<file path="src/rtl/isr_pkg.sv">
// Purpose: shared constants and carriers of the indirect store and return unit
// Assumes: byte addressed classic Wishbone, one aligned word per register
// Notes: all offsets below are byte addresses
package isr_pkg;
  localparam int PTR_W = 16;
  localparam int ACC_W = 8;
  localparam int PC_W = 15;
  localparam int OFS_W = 6;
  localparam int NUM_PTR = 2;
  localparam int ADR_W = 8;
  localparam int DAT_W = 32;

  // register byte addresses
  localparam logic [7:0] ADR_PTR0 = 8'h00;
  localparam logic [7:0] ADR_PTR1 = 8'h04;
  localparam logic [7:0] ADR_OPTION = 8'h08;
  localparam logic [7:0] ADR_PWRCTL = 8'h0C;
  localparam logic [7:0] ADR_INTCTL = 8'h10;
  localparam logic [7:0] ADR_STATE = 8'h14;

  // field positions
  localparam int SWRST_BIT = 0;
  localparam int PERMIT_BIT = 7;
  localparam int BUSY_BIT = 0;

  // reset values
  localparam logic [15:0] PTR_RST = 16'h0000;
  localparam logic [7:0] OPTION_RST = 8'hFF;
  localparam logic SWRST_RST = 1'b1;
  localparam logic PERMIT_RST = 1'b0;

  localparam logic [15:0] PTR_ONE = 16'h0001;

  // pointer adjust codes
  localparam logic [1:0] ADJ_PREINC = 2'h0;
  localparam logic [1:0] ADJ_PREDEC = 2'h1;
  localparam logic [1:0] ADJ_POSTINC = 2'h2;
  localparam logic [1:0] ADJ_POSTDEC = 2'h3;
  localparam int ADJ_DEC_BIT = 0;
  localparam int ADJ_POST_BIT = 1;

  typedef enum logic [1:0] {
    ISR_OP_STORE,
    ISR_OP_OPTION,
    ISR_OP_SWRESET,
    ISR_OP_RETINT
  } isr_op_e;

  typedef enum logic {
    ISR_ST_IDLE,
    ISR_ST_RET2
  } isr_state_e;

  typedef struct packed {
    isr_op_e op;
    logic ptrSel;
    logic [1:0] adjCode;
    logic relForm;
    logic [OFS_W-1:0] offset;
  } isr_instr_s;

  typedef struct packed {
    logic we;
    logic [PTR_W-1:0] addr;
    logic [ACC_W-1:0] data;
  } isr_memwr_s;

  typedef struct packed {
    logic pop;
    logic load;
    logic [PC_W-1:0] value;
  } isr_pcload_s;
endpackage : isr_pkg

</file>
<file path="src/rtl/isr_unit.sv">
// Purpose: executes indirect store, option load, software reset, interrupt return
// Assumes: one instruction offered per cycle with insValid, taken when insReady
// Notes: registers reachable over classic Wishbone, one wait state per access
//
// Our own choices: the Wishbone register port and the address map.
module isr_unit (
  // clock and reset
  input wire logic ref_clk,
  input wire logic arst_n,
  // wishbone slave
  input wire logic wbCyc,
  input wire logic wbStb,
  input wire logic wbWe,
  input wire logic [isr_pkg::ADR_W-1:0] wbAdr,
  input wire logic [3:0] wbSel,
  input wire logic [isr_pkg::DAT_W-1:0] wbDatW,
  output logic [isr_pkg::DAT_W-1:0] wbDatR,
  output logic wbAck,
  // instruction issue
  input wire logic insValid,
  input wire isr_pkg::isr_instr_s insData,
  input wire logic [isr_pkg::ACC_W-1:0] accValue,
  input wire logic [isr_pkg::PC_W-1:0] stackTopValue,
  output logic insReady,
  // execution results
  output isr_pkg::isr_memwr_s memWr,
  output isr_pkg::isr_pcload_s retCtl,
  output logic swResetReq,
  output logic [isr_pkg::ACC_W-1:0] optionValue,
  output logic swResetFlag,
  output logic permitState
);

  ////////////////////////////////////////////////////////////////////////////
  // state
  logic [isr_pkg::NUM_PTR-1:0][isr_pkg::PTR_W-1:0] ptr_q, ptr_d;
  logic [isr_pkg::ACC_W-1:0] option_q, option_d;
  logic swFlag_q, swFlag_d;
  logic permit_q, permit_d;
  logic swReq_q, swReq_d;
  isr_pkg::isr_state_e state_q, state_d;
  isr_pkg::isr_memwr_s memWr_q, memWr_d;
  isr_pkg::isr_pcload_s ret_q, ret_d;
  logic ack_q, ack_d;
  logic [isr_pkg::DAT_W-1:0] rdat_q, rdat_d;

  logic busHit;
  logic busWrite;
  logic [isr_pkg::DAT_W-1:0] wrWord;
  logic [isr_pkg::DAT_W-1:0] ptrWord0;
  logic [isr_pkg::DAT_W-1:0] ptrWord1;
  logic issue;
  logic [isr_pkg::PTR_W-1:0] selPtr;
  logic [isr_pkg::PTR_W-1:0] sextOfs;
  logic [isr_pkg::PTR_W-1:0] ptrStep;
  logic [isr_pkg::PTR_W-1:0] effAddr;
  logic [isr_pkg::PTR_W-1:0] ptrNext;

  ////////////////////////////////////////////////////////////////////////////
  // wishbone slave
  assign busHit = wbCyc & wbStb;
  // write lands on the edge where the master sees ack
  assign busWrite = busHit & wbWe & ack_q;

  // byte lanes merge onto a zero-extended copy of the old value
  function automatic logic [31:0] mergeSel(input logic [31:0] old, input logic [31:0] nw,
                                           input logic [3:0] sel);
    logic [31:0] res;
    res = old;
    for (int b = 0; b < 4; b++) begin
      if (sel[b]) begin
        res[b*8 +: 8] = nw[b*8 +: 8];
      end
    end
    return res;
  endfunction

  always_comb begin
    ack_d = busHit & ~ack_q;
    rdat_d = '0;
    if (busHit & ~ack_q & ~wbWe) begin
      case (wbAdr)
        isr_pkg::ADR_PTR0: rdat_d[isr_pkg::PTR_W-1:0] = ptr_q[0];
        isr_pkg::ADR_PTR1: rdat_d[isr_pkg::PTR_W-1:0] = ptr_q[1];
        isr_pkg::ADR_OPTION: rdat_d[isr_pkg::ACC_W-1:0] = option_q;
        isr_pkg::ADR_PWRCTL: rdat_d[isr_pkg::SWRST_BIT] = swFlag_q;
        isr_pkg::ADR_INTCTL: rdat_d[isr_pkg::PERMIT_BIT] = permit_q;
        isr_pkg::ADR_STATE: rdat_d[isr_pkg::BUSY_BIT] = (state_q != isr_pkg::ISR_ST_IDLE);
        default: rdat_d = '0;
      endcase
    end
  end

  always_ff @(posedge ref_clk or negedge arst_n) begin
    if (!arst_n) begin
      ack_q <= 1'b0;
      rdat_q <= '0;
    end else begin
      ack_q <= ack_d;
      rdat_q <= rdat_d;
    end
  end

  assign wbAck = ack_q;
  assign wbDatR = rdat_q;

  ////////////////////////////////////////////////////////////////////////////
  // address arithmetic
  assign issue = insValid & insReady;
  assign selPtr = ptr_q[insData.ptrSel];
  assign sextOfs = {{(isr_pkg::PTR_W-isr_pkg::OFS_W){insData.offset[isr_pkg::OFS_W-1]}},
                    insData.offset};

  assign ptrStep = insData.adjCode[isr_pkg::ADJ_DEC_BIT] ? (selPtr - isr_pkg::PTR_ONE)
                                                         : (selPtr + isr_pkg::PTR_ONE);

  always_comb begin
    if (insData.relForm) begin
      effAddr = selPtr + sextOfs;
      ptrNext = selPtr;
    end else begin
      effAddr = insData.adjCode[isr_pkg::ADJ_POST_BIT] ? selPtr : ptrStep;
      ptrNext = ptrStep;
    end
  end

  ////////////////////////////////////////////////////////////////////////////
  // execution
  assign insReady = (state_q == isr_pkg::ISR_ST_IDLE);

  always_comb begin
    ptr_d = ptr_q;
    option_d = option_q;
    swFlag_d = swFlag_q;
    permit_d = permit_q;
    swReq_d = 1'b0;
    state_d = state_q;
    memWr_d = memWr_q;
    memWr_d.we = 1'b0;
    ret_d = ret_q;
    ret_d.pop = 1'b0;
    ret_d.load = 1'b0;
    wrWord = mergeSel('0, wbDatW, wbSel);
    // a call result cannot be sliced, so merge into a full word first
    ptrWord0 = mergeSel({16'h0000, ptr_q[0]}, wbDatW, wbSel);
    ptrWord1 = mergeSel({16'h0000, ptr_q[1]}, wbDatW, wbSel);
    // software writes first, an executing instruction overrides them
    if (busWrite) begin
      case (wbAdr)
        isr_pkg::ADR_PTR0: ptr_d[0] = ptrWord0[isr_pkg::PTR_W-1:0];
        isr_pkg::ADR_PTR1: ptr_d[1] = ptrWord1[isr_pkg::PTR_W-1:0];
        isr_pkg::ADR_OPTION: if (wbSel[0]) option_d = wrWord[isr_pkg::ACC_W-1:0];
        isr_pkg::ADR_PWRCTL: if (wbSel[0]) swFlag_d = wrWord[isr_pkg::SWRST_BIT];
        isr_pkg::ADR_INTCTL: if (wbSel[0]) permit_d = wrWord[isr_pkg::PERMIT_BIT];
        default: ;
      endcase
    end
    case (state_q)
      isr_pkg::ISR_ST_IDLE: begin
        if (insValid) begin
          case (insData.op)
            isr_pkg::ISR_OP_STORE: begin
              memWr_d.we = 1'b1;
              memWr_d.addr = effAddr;
              memWr_d.data = accValue;
              ptr_d[insData.ptrSel] = ptrNext;
            end
            isr_pkg::ISR_OP_OPTION: begin
              option_d = accValue;
            end
            isr_pkg::ISR_OP_SWRESET: begin
              swReq_d = 1'b1;
              swFlag_d = 1'b0;
            end
            isr_pkg::ISR_OP_RETINT: begin
              ret_d.pop = 1'b1;
              ret_d.value = stackTopValue;
              state_d = isr_pkg::ISR_ST_RET2;
              permit_d = 1'b1;
            end
            default: ;
          endcase
        end
      end
      isr_pkg::ISR_ST_RET2: begin
        ret_d.load = 1'b1;
        state_d = isr_pkg::ISR_ST_IDLE;
      end
      default: state_d = isr_pkg::ISR_ST_IDLE;
    endcase
  end

  always_ff @(posedge ref_clk or negedge arst_n) begin
    if (!arst_n) begin
      ptr_q <= {isr_pkg::PTR_RST, isr_pkg::PTR_RST};
      option_q <= isr_pkg::OPTION_RST;
      swFlag_q <= isr_pkg::SWRST_RST;
      permit_q <= isr_pkg::PERMIT_RST;
      swReq_q <= 1'b0;
      state_q <= isr_pkg::ISR_ST_IDLE;
      memWr_q <= '0;
      ret_q <= '0;
    end else begin
      ptr_q <= ptr_d;
      option_q <= option_d;
      swFlag_q <= swFlag_d;
      permit_q <= permit_d;
      swReq_q <= swReq_d;
      state_q <= state_d;
      memWr_q <= memWr_d;
      ret_q <= ret_d;
    end
  end

  assign memWr = memWr_q;
  assign retCtl = ret_q;
  assign swResetReq = swReq_q;
  assign optionValue = option_q;
  assign swResetFlag = swFlag_q;
  assign permitState = permit_q;

  ////////////////////////////////////////////////////////////////////////////
  // assertions
  logic isStore;
  assign isStore = issue & (insData.op == isr_pkg::ISR_OP_STORE);

  property p_store_data;
    @(posedge ref_clk) disable iff (!arst_n)
      isStore |=> memWr_q.we && (memWr_q.data == $past(accValue));
  endproperty
  a_store_data: assert property (p_store_data) else $error("store data wrong");

  property p_pre_inc;
    @(posedge ref_clk) disable iff (!arst_n)
      isStore && !insData.relForm && (insData.adjCode == isr_pkg::ADJ_PREINC)
      |=> memWr_q.addr == $past(selPtr) + 16'h0001;
  endproperty
  a_pre_inc: assert property (p_pre_inc) else $error("preincrement address wrong");

  property p_post_dec;
    @(posedge ref_clk) disable iff (!arst_n)
      isStore && !insData.relForm && (insData.adjCode == isr_pkg::ADJ_POSTDEC)
      |=> (memWr_q.addr == $past(selPtr))
          && (ptr_q[$past(insData.ptrSel)] == $past(selPtr) - 16'h0001);
  endproperty
  a_post_dec: assert property (p_post_dec) else $error("postdecrement wrong");

  property p_rel;
    @(posedge ref_clk) disable iff (!arst_n)
      isStore && insData.relForm
      |=> (memWr_q.addr == $past(selPtr) + $past(sextOfs))
          && (ptr_q[$past(insData.ptrSel)] == $past(selPtr));
  endproperty
  a_rel: assert property (p_rel) else $error("relative store wrong");

  property p_wrap;
    @(posedge ref_clk) disable iff (!arst_n)
      isStore && !insData.relForm && (insData.adjCode == isr_pkg::ADJ_POSTINC)
      && (selPtr == 16'hFFFF) |=> ptr_q[$past(insData.ptrSel)] == 16'h0000;
  endproperty
  a_wrap: assert property (p_wrap) else $error("pointer did not wrap");

  property p_option;
    @(posedge ref_clk) disable iff (!arst_n)
      issue && (insData.op == isr_pkg::ISR_OP_OPTION)
      |=> (optionValue == $past(accValue)) && insReady;
  endproperty
  a_option: assert property (p_option) else $error("option load wrong");

  property p_swreset;
    @(posedge ref_clk) disable iff (!arst_n)
      issue && (insData.op == isr_pkg::ISR_OP_SWRESET) |=> swResetReq && !swResetFlag
      ##1 (swResetReq == $past(issue && (insData.op == isr_pkg::ISR_OP_SWRESET)));
  endproperty
  a_swreset: assert property (p_swreset) else $error("software reset wrong");

  property p_retint;
    @(posedge ref_clk) disable iff (!arst_n)
      issue && (insData.op == isr_pkg::ISR_OP_RETINT)
      |=> retCtl.pop && !insReady
      ##1 retCtl.load && (retCtl.value == $past(stackTopValue, 2));
  endproperty
  a_retint: assert property (p_retint) else $error("interrupt return wrong");

  // software may clear the permit again during the second cycle
  property p_permit;
    @(posedge ref_clk) disable iff (!arst_n)
      issue && (insData.op == isr_pkg::ISR_OP_RETINT)
      |=> permitState ##1 (permitState || $past(busWrite && (wbAdr == isr_pkg::ADR_INTCTL)));
  endproperty
  a_permit: assert property (p_permit) else $error("permit bit not set");

  property p_no_flags;
    @(posedge ref_clk) disable iff (!arst_n)
      isStore && !busWrite
      |=> $stable(swResetFlag) && $stable(permitState) && $stable(optionValue);
  endproperty
  a_no_flags: assert property (p_no_flags) else $error("store changed a flag");

  property p_single;
    @(posedge ref_clk) disable iff (!arst_n)
      isStore |=> insReady;
  endproperty
  a_single: assert property (p_single) else $error("store not single cycle");

  c_store: cover property (@(posedge ref_clk) disable iff (!arst_n) isStore ##1 isStore);
  c_retint: cover property (@(posedge ref_clk) disable iff (!arst_n) retCtl.load);
  c_swreset: cover property (@(posedge ref_clk) disable iff (!arst_n) swResetReq);
  c_buswr: cover property (@(posedge ref_clk) disable iff (!arst_n) busWrite);

endmodule // isr_unit

</file>
<file path="config.mk">
export PLATFORM = sky130hd
export DESIGN_NAME = isr_unit
export DESIGN_NICKNAME = d
export VERILOG_FILES = /design/src/rtl/isr_pkg.sv /design/src/rtl/isr_unit.sv
export SDC_FILE = /design/constraint.sdc
export NUM_CORES = 1
export LEC_CHECK = 0
export ABC_CLOCK_PERIOD_IN_PS = 6020
export BUFFER_PORTS_ARGS = -buffer_cell sky130_fd_sc_hd__buf_2
export CAP_MARGIN = 25
export CELL_PAD_IN_SITES_DETAIL_PLACEMENT = 0
export CELL_PAD_IN_SITES_GLOBAL_PLACEMENT = 1
export CORE_MARGIN = 3
export CORE_UTILIZATION = 43
export CTS_CLUSTER_SIZE = 30
export DETAILED_ROUTE_END_ITERATION = 12
export PLACE_DENSITY_LB_ADDON = 0.1
export SETUP_SLACK_MARGIN = 0.15
export SKIP_LAST_GASP = 1
export SLEW_MARGIN = 10
export SYNTH_ARGS = -nofsm -noshare
export SYNTH_HDL_FRONTEND = slang
export SYNTH_SLANG_ARGS = --single-unit
</file>
<file path="constraint.sdc">
create_clock -name ref_clk -period 6.02 [get_ports ref_clk]
set_clock_uncertainty 0.1 [all_clocks]
set_input_delay 1.204 -clock ref_clk [delete_from_list [all_inputs] [get_ports ref_clk]]
set_output_delay 1.204 -clock ref_clk [all_outputs]
set_load 0.005 [all_outputs]
</file>
==> results.yml <==
status:
  status: "finished clean"
min_path:
  hp-start: "memWr[2]"
  hold_end: "memWr[2]"
  whs_path_depth: 2
  hp-class: "reg2reg"
floorplanning:
  ioPinCount: 172
  die_area_sq_um: 17000
  core_sq_um: 14900
  dieWidth_um: 130
  row_count: 44
  start_util_pct: 44.8
  fp.dieH_um: 130
timing:
  worst_slew_pin_slew_ns: 0.740
  fmax_mhz: 240
  relSlewSlack_pct: 49.3
  finalCriticalPeriod_ns: 4.16
  slew_viol_final: 0
  fin_crit_sh_pct: 69.1
  fin_ws_ns: 1.86
  finalSetupTns_ns: 0
  grt_setup_unrepaired: "false"
  finalHoldViolCount: 0
  finalSetupViolCount: 0
grt:
  grt_pass1_vias: 5616
  grt_max_degree: 56
  grt_use_total_pct: 21.8
  grtUsageMet1_pct: 30.4
  grt.overflow.total: 0
  grt_pass1_wl_um: 29300
  antenna_found_initial: 0
  use_met2_pct: 34.4
  grtUsageMet3_pct: 2.80
  grt_busiest_layer: "met2"
cells_and_area:
  stdcell_area_sq_um: 7730
  fill_cells: 1421
  area_growth_pct: 16.1
  n_antenna_cell: 0
  drive_above_1_share_pct: 25.1
  final_nets: 981
  fin_cells: 1054
critical_path:
  slowest_delay_ns: 0.46
  path_max_fanout: 20
  crit_required_ns: 6.12
  r2r_start: "ptr_q[17]"
  worstRegToRegCells: 10
  crit_slowest_cell: "mux2i_4"
  crit_type: "in2reg"
  r2r_slack_ns: 2.86
  worstPathArrival_ns: 4.26
  crit_path_start: "insData[9]"
  end_kind: "flip-flop"
  worstSetupStartpointType: "primary input"
  r2r-end: "ptr_q[30]"
  crit_chain: "buf_2 > mux2i_4 > inv_1 > fa_1 > a21o_1 > a221oi_2 > nand3b_1 > a21oi_1 > xnor2_1 > nand2b_1 > a31oi_1"
routing:
  drtPass1Iterations: 5
  drt_iter0_markers: 499
  vias: 5889
  drt-total-wl_um: 18800
  routed_via_density: 5.59
  drcViolationCount: 0
  routedWlPerCell_um: 17.8
  antenna_left: 0
cts:
  numCtsBuffers: 9
  root_buffer: "clkbuf_16"
  clk_pin_slew_ns: 0.08
  cts_tree: "built"
  clock_latency_ns: 0.35
  htree_levels: 3
  cts_resized: 0
  cts_hold_buf: 0
  clock_sinks: 102
  cts_buffer_depth: 2
  post_cts_buffers: 0
logic_synthesis:
  synth_top_area_cell: "dfrtp_1"
  synth_area_sq_um: 6660
  synth-main-ff-cell: "dfrtp_1"
  synth-seq-area-share_pct: 38.5
  syn_inst: 743
  async_flop_share_pct: 100
  synth_seq_cells: 102
  syn_area_per_cell_sq_um: 8.97
  ys_top_cells_by_count: "nand2_1 (130), dfrtp_1 (93), nor2_1 (62), a21oi_1 (54), o21ai_0 (40)"
  yosysWarningCount: 0
  synth-edff-count: 0
  synth_top_cell_area_share_pct: 34.9
  synthDistinctLibCells: 65
  synthTopCellsByArea: "dfrtp_1 (35%), nand2_1 (7.3%), ha_1 (5.4%), mux2i_1 (5.3%), mux2_2 (5.2%)"
  synth.most_common_cell: "nand2_1"
power:
  p_leak_nw: 3.72
  total_power_mw: 3.09
  pwr_density_cell_nw_per_um2: 400
  irDropWorstVdd_v: 0.000178
placed_design:
  dp_slack_ns: 1.54
  io_buffers: 137
  dp_hpwl_um: 14100
  place_area_sq_um: 7440
  gp_congestion: 0.915
  placed_cells_incl_taps: 1038
run:
  drv_cap: 0
==> where the power goes <==
part / switching, mW / internal [mW]
registers: 0.127 / 0.874
logic: 0.868 / 0.642
clock network: 0.290 / 0.291
==> worst max-delay path, delay by kind of cell <==
| kind | cells | cell delay (ns) |
|---|---|---|
| AO/OA/AOI/OAI | 4 | 0.78 |
| buffers and inverters | 2 | 0.60 |
| multiplexers | 1 | 0.46 |
| adder cells (fa/ha/maj) | 1 | 0.46 |
| AND/OR/NAND/NOR | 2 | 0.45 |
| XOR/XNOR | 1 | 0.29 |
==> registers in the layout, indices dropped and copies added, names as in the netlist <==
signal and count:
ptr_q 32, memWr 25, retCtl 17, wbDatR 16
optionValue 8, permitState 1, swResetFlag 1, swResetReq 1
wbAck 1
==> placed cells by master (no fill, tap or decap), types with 12 or more instances in the layout <==
| master | instances |
|---|---|
| inv_1 | 21 |
| nor2_1 | 62 |
| o21ai_0 | 40 |
| ha_1 | 29 |
| a21oi_1 | 54 |
| conb_1 | 16 |
| mux2i_1 | 35 |
| buf_2 | 136 |
| a21o_1 | 12 |
| mux2_2 | 31 |
| xnor2_1 | 19 |
| nand2_1 | 130 |
| o21ai_1 | 14 |
| dfrtp_1 | 93 |
==> cells by family (layout without fill, tap and decap cells) <==
family	after synthesis	in the layout	synth area share (%)
AO/OA/AOI/OAI	188	188	18.0
XOR/XNOR	28	28	3.68
buffers and inverters	69	181	4.99
other	1	16	0.0563
AND/OR/NAND/NOR	250	250	16.7
adder cells (fa/ha/maj)	31	31	6.05
flip-flops	102	102	38.5
multiplexers	74	74	12.0
==> worst max-delay path by stage <==
stage | end | slack, ns | cells after the start
floorplan | memWr[19] | 2.19 | 11
global placement | ptr_q[30] | 1.50 | 11
detailed placement | ptr_q[30] | 1.54 | 11
CTS | ptr_q[30] | 1.90 | 11
global route | ptr_q[30] | 1.66 | 11
finish | ptr_q[30] | 1.86 | 11
==> metrics by stage <==
stage               utilization, %  hold slack (ns)
floorplan                        -            0.330
global placement              49.9            0.351
detailed placement            50.1            0.358
CTS                           52.0            0.378
global route                  52.0            0.406
finish                        52.0            0.373
==> area by class of cell <==
type / count / area, sq um / share of cell area [%]
inverter: 22 / 82.6 / 1.07
tap: 184 / 230 / 2.98
clock buffer: 9 / 225 / 2.91
timing repair buffer: 143 / 741 / 9.58
clock inverter: 7 / 67.6 / 0.874
multi-input combinational: 587 / 3820 / 49.4
sequential: 102 / 2560 / 33.1
==> routing by layer <==
metal	wire length, um	vias to the layer above
met5	0	-
met1	8810	2782
li1	-	2862
met2	8310	218
met4	451	0
met3	1190	27
No activity file was read; power rests on OpenSTA's default activity.
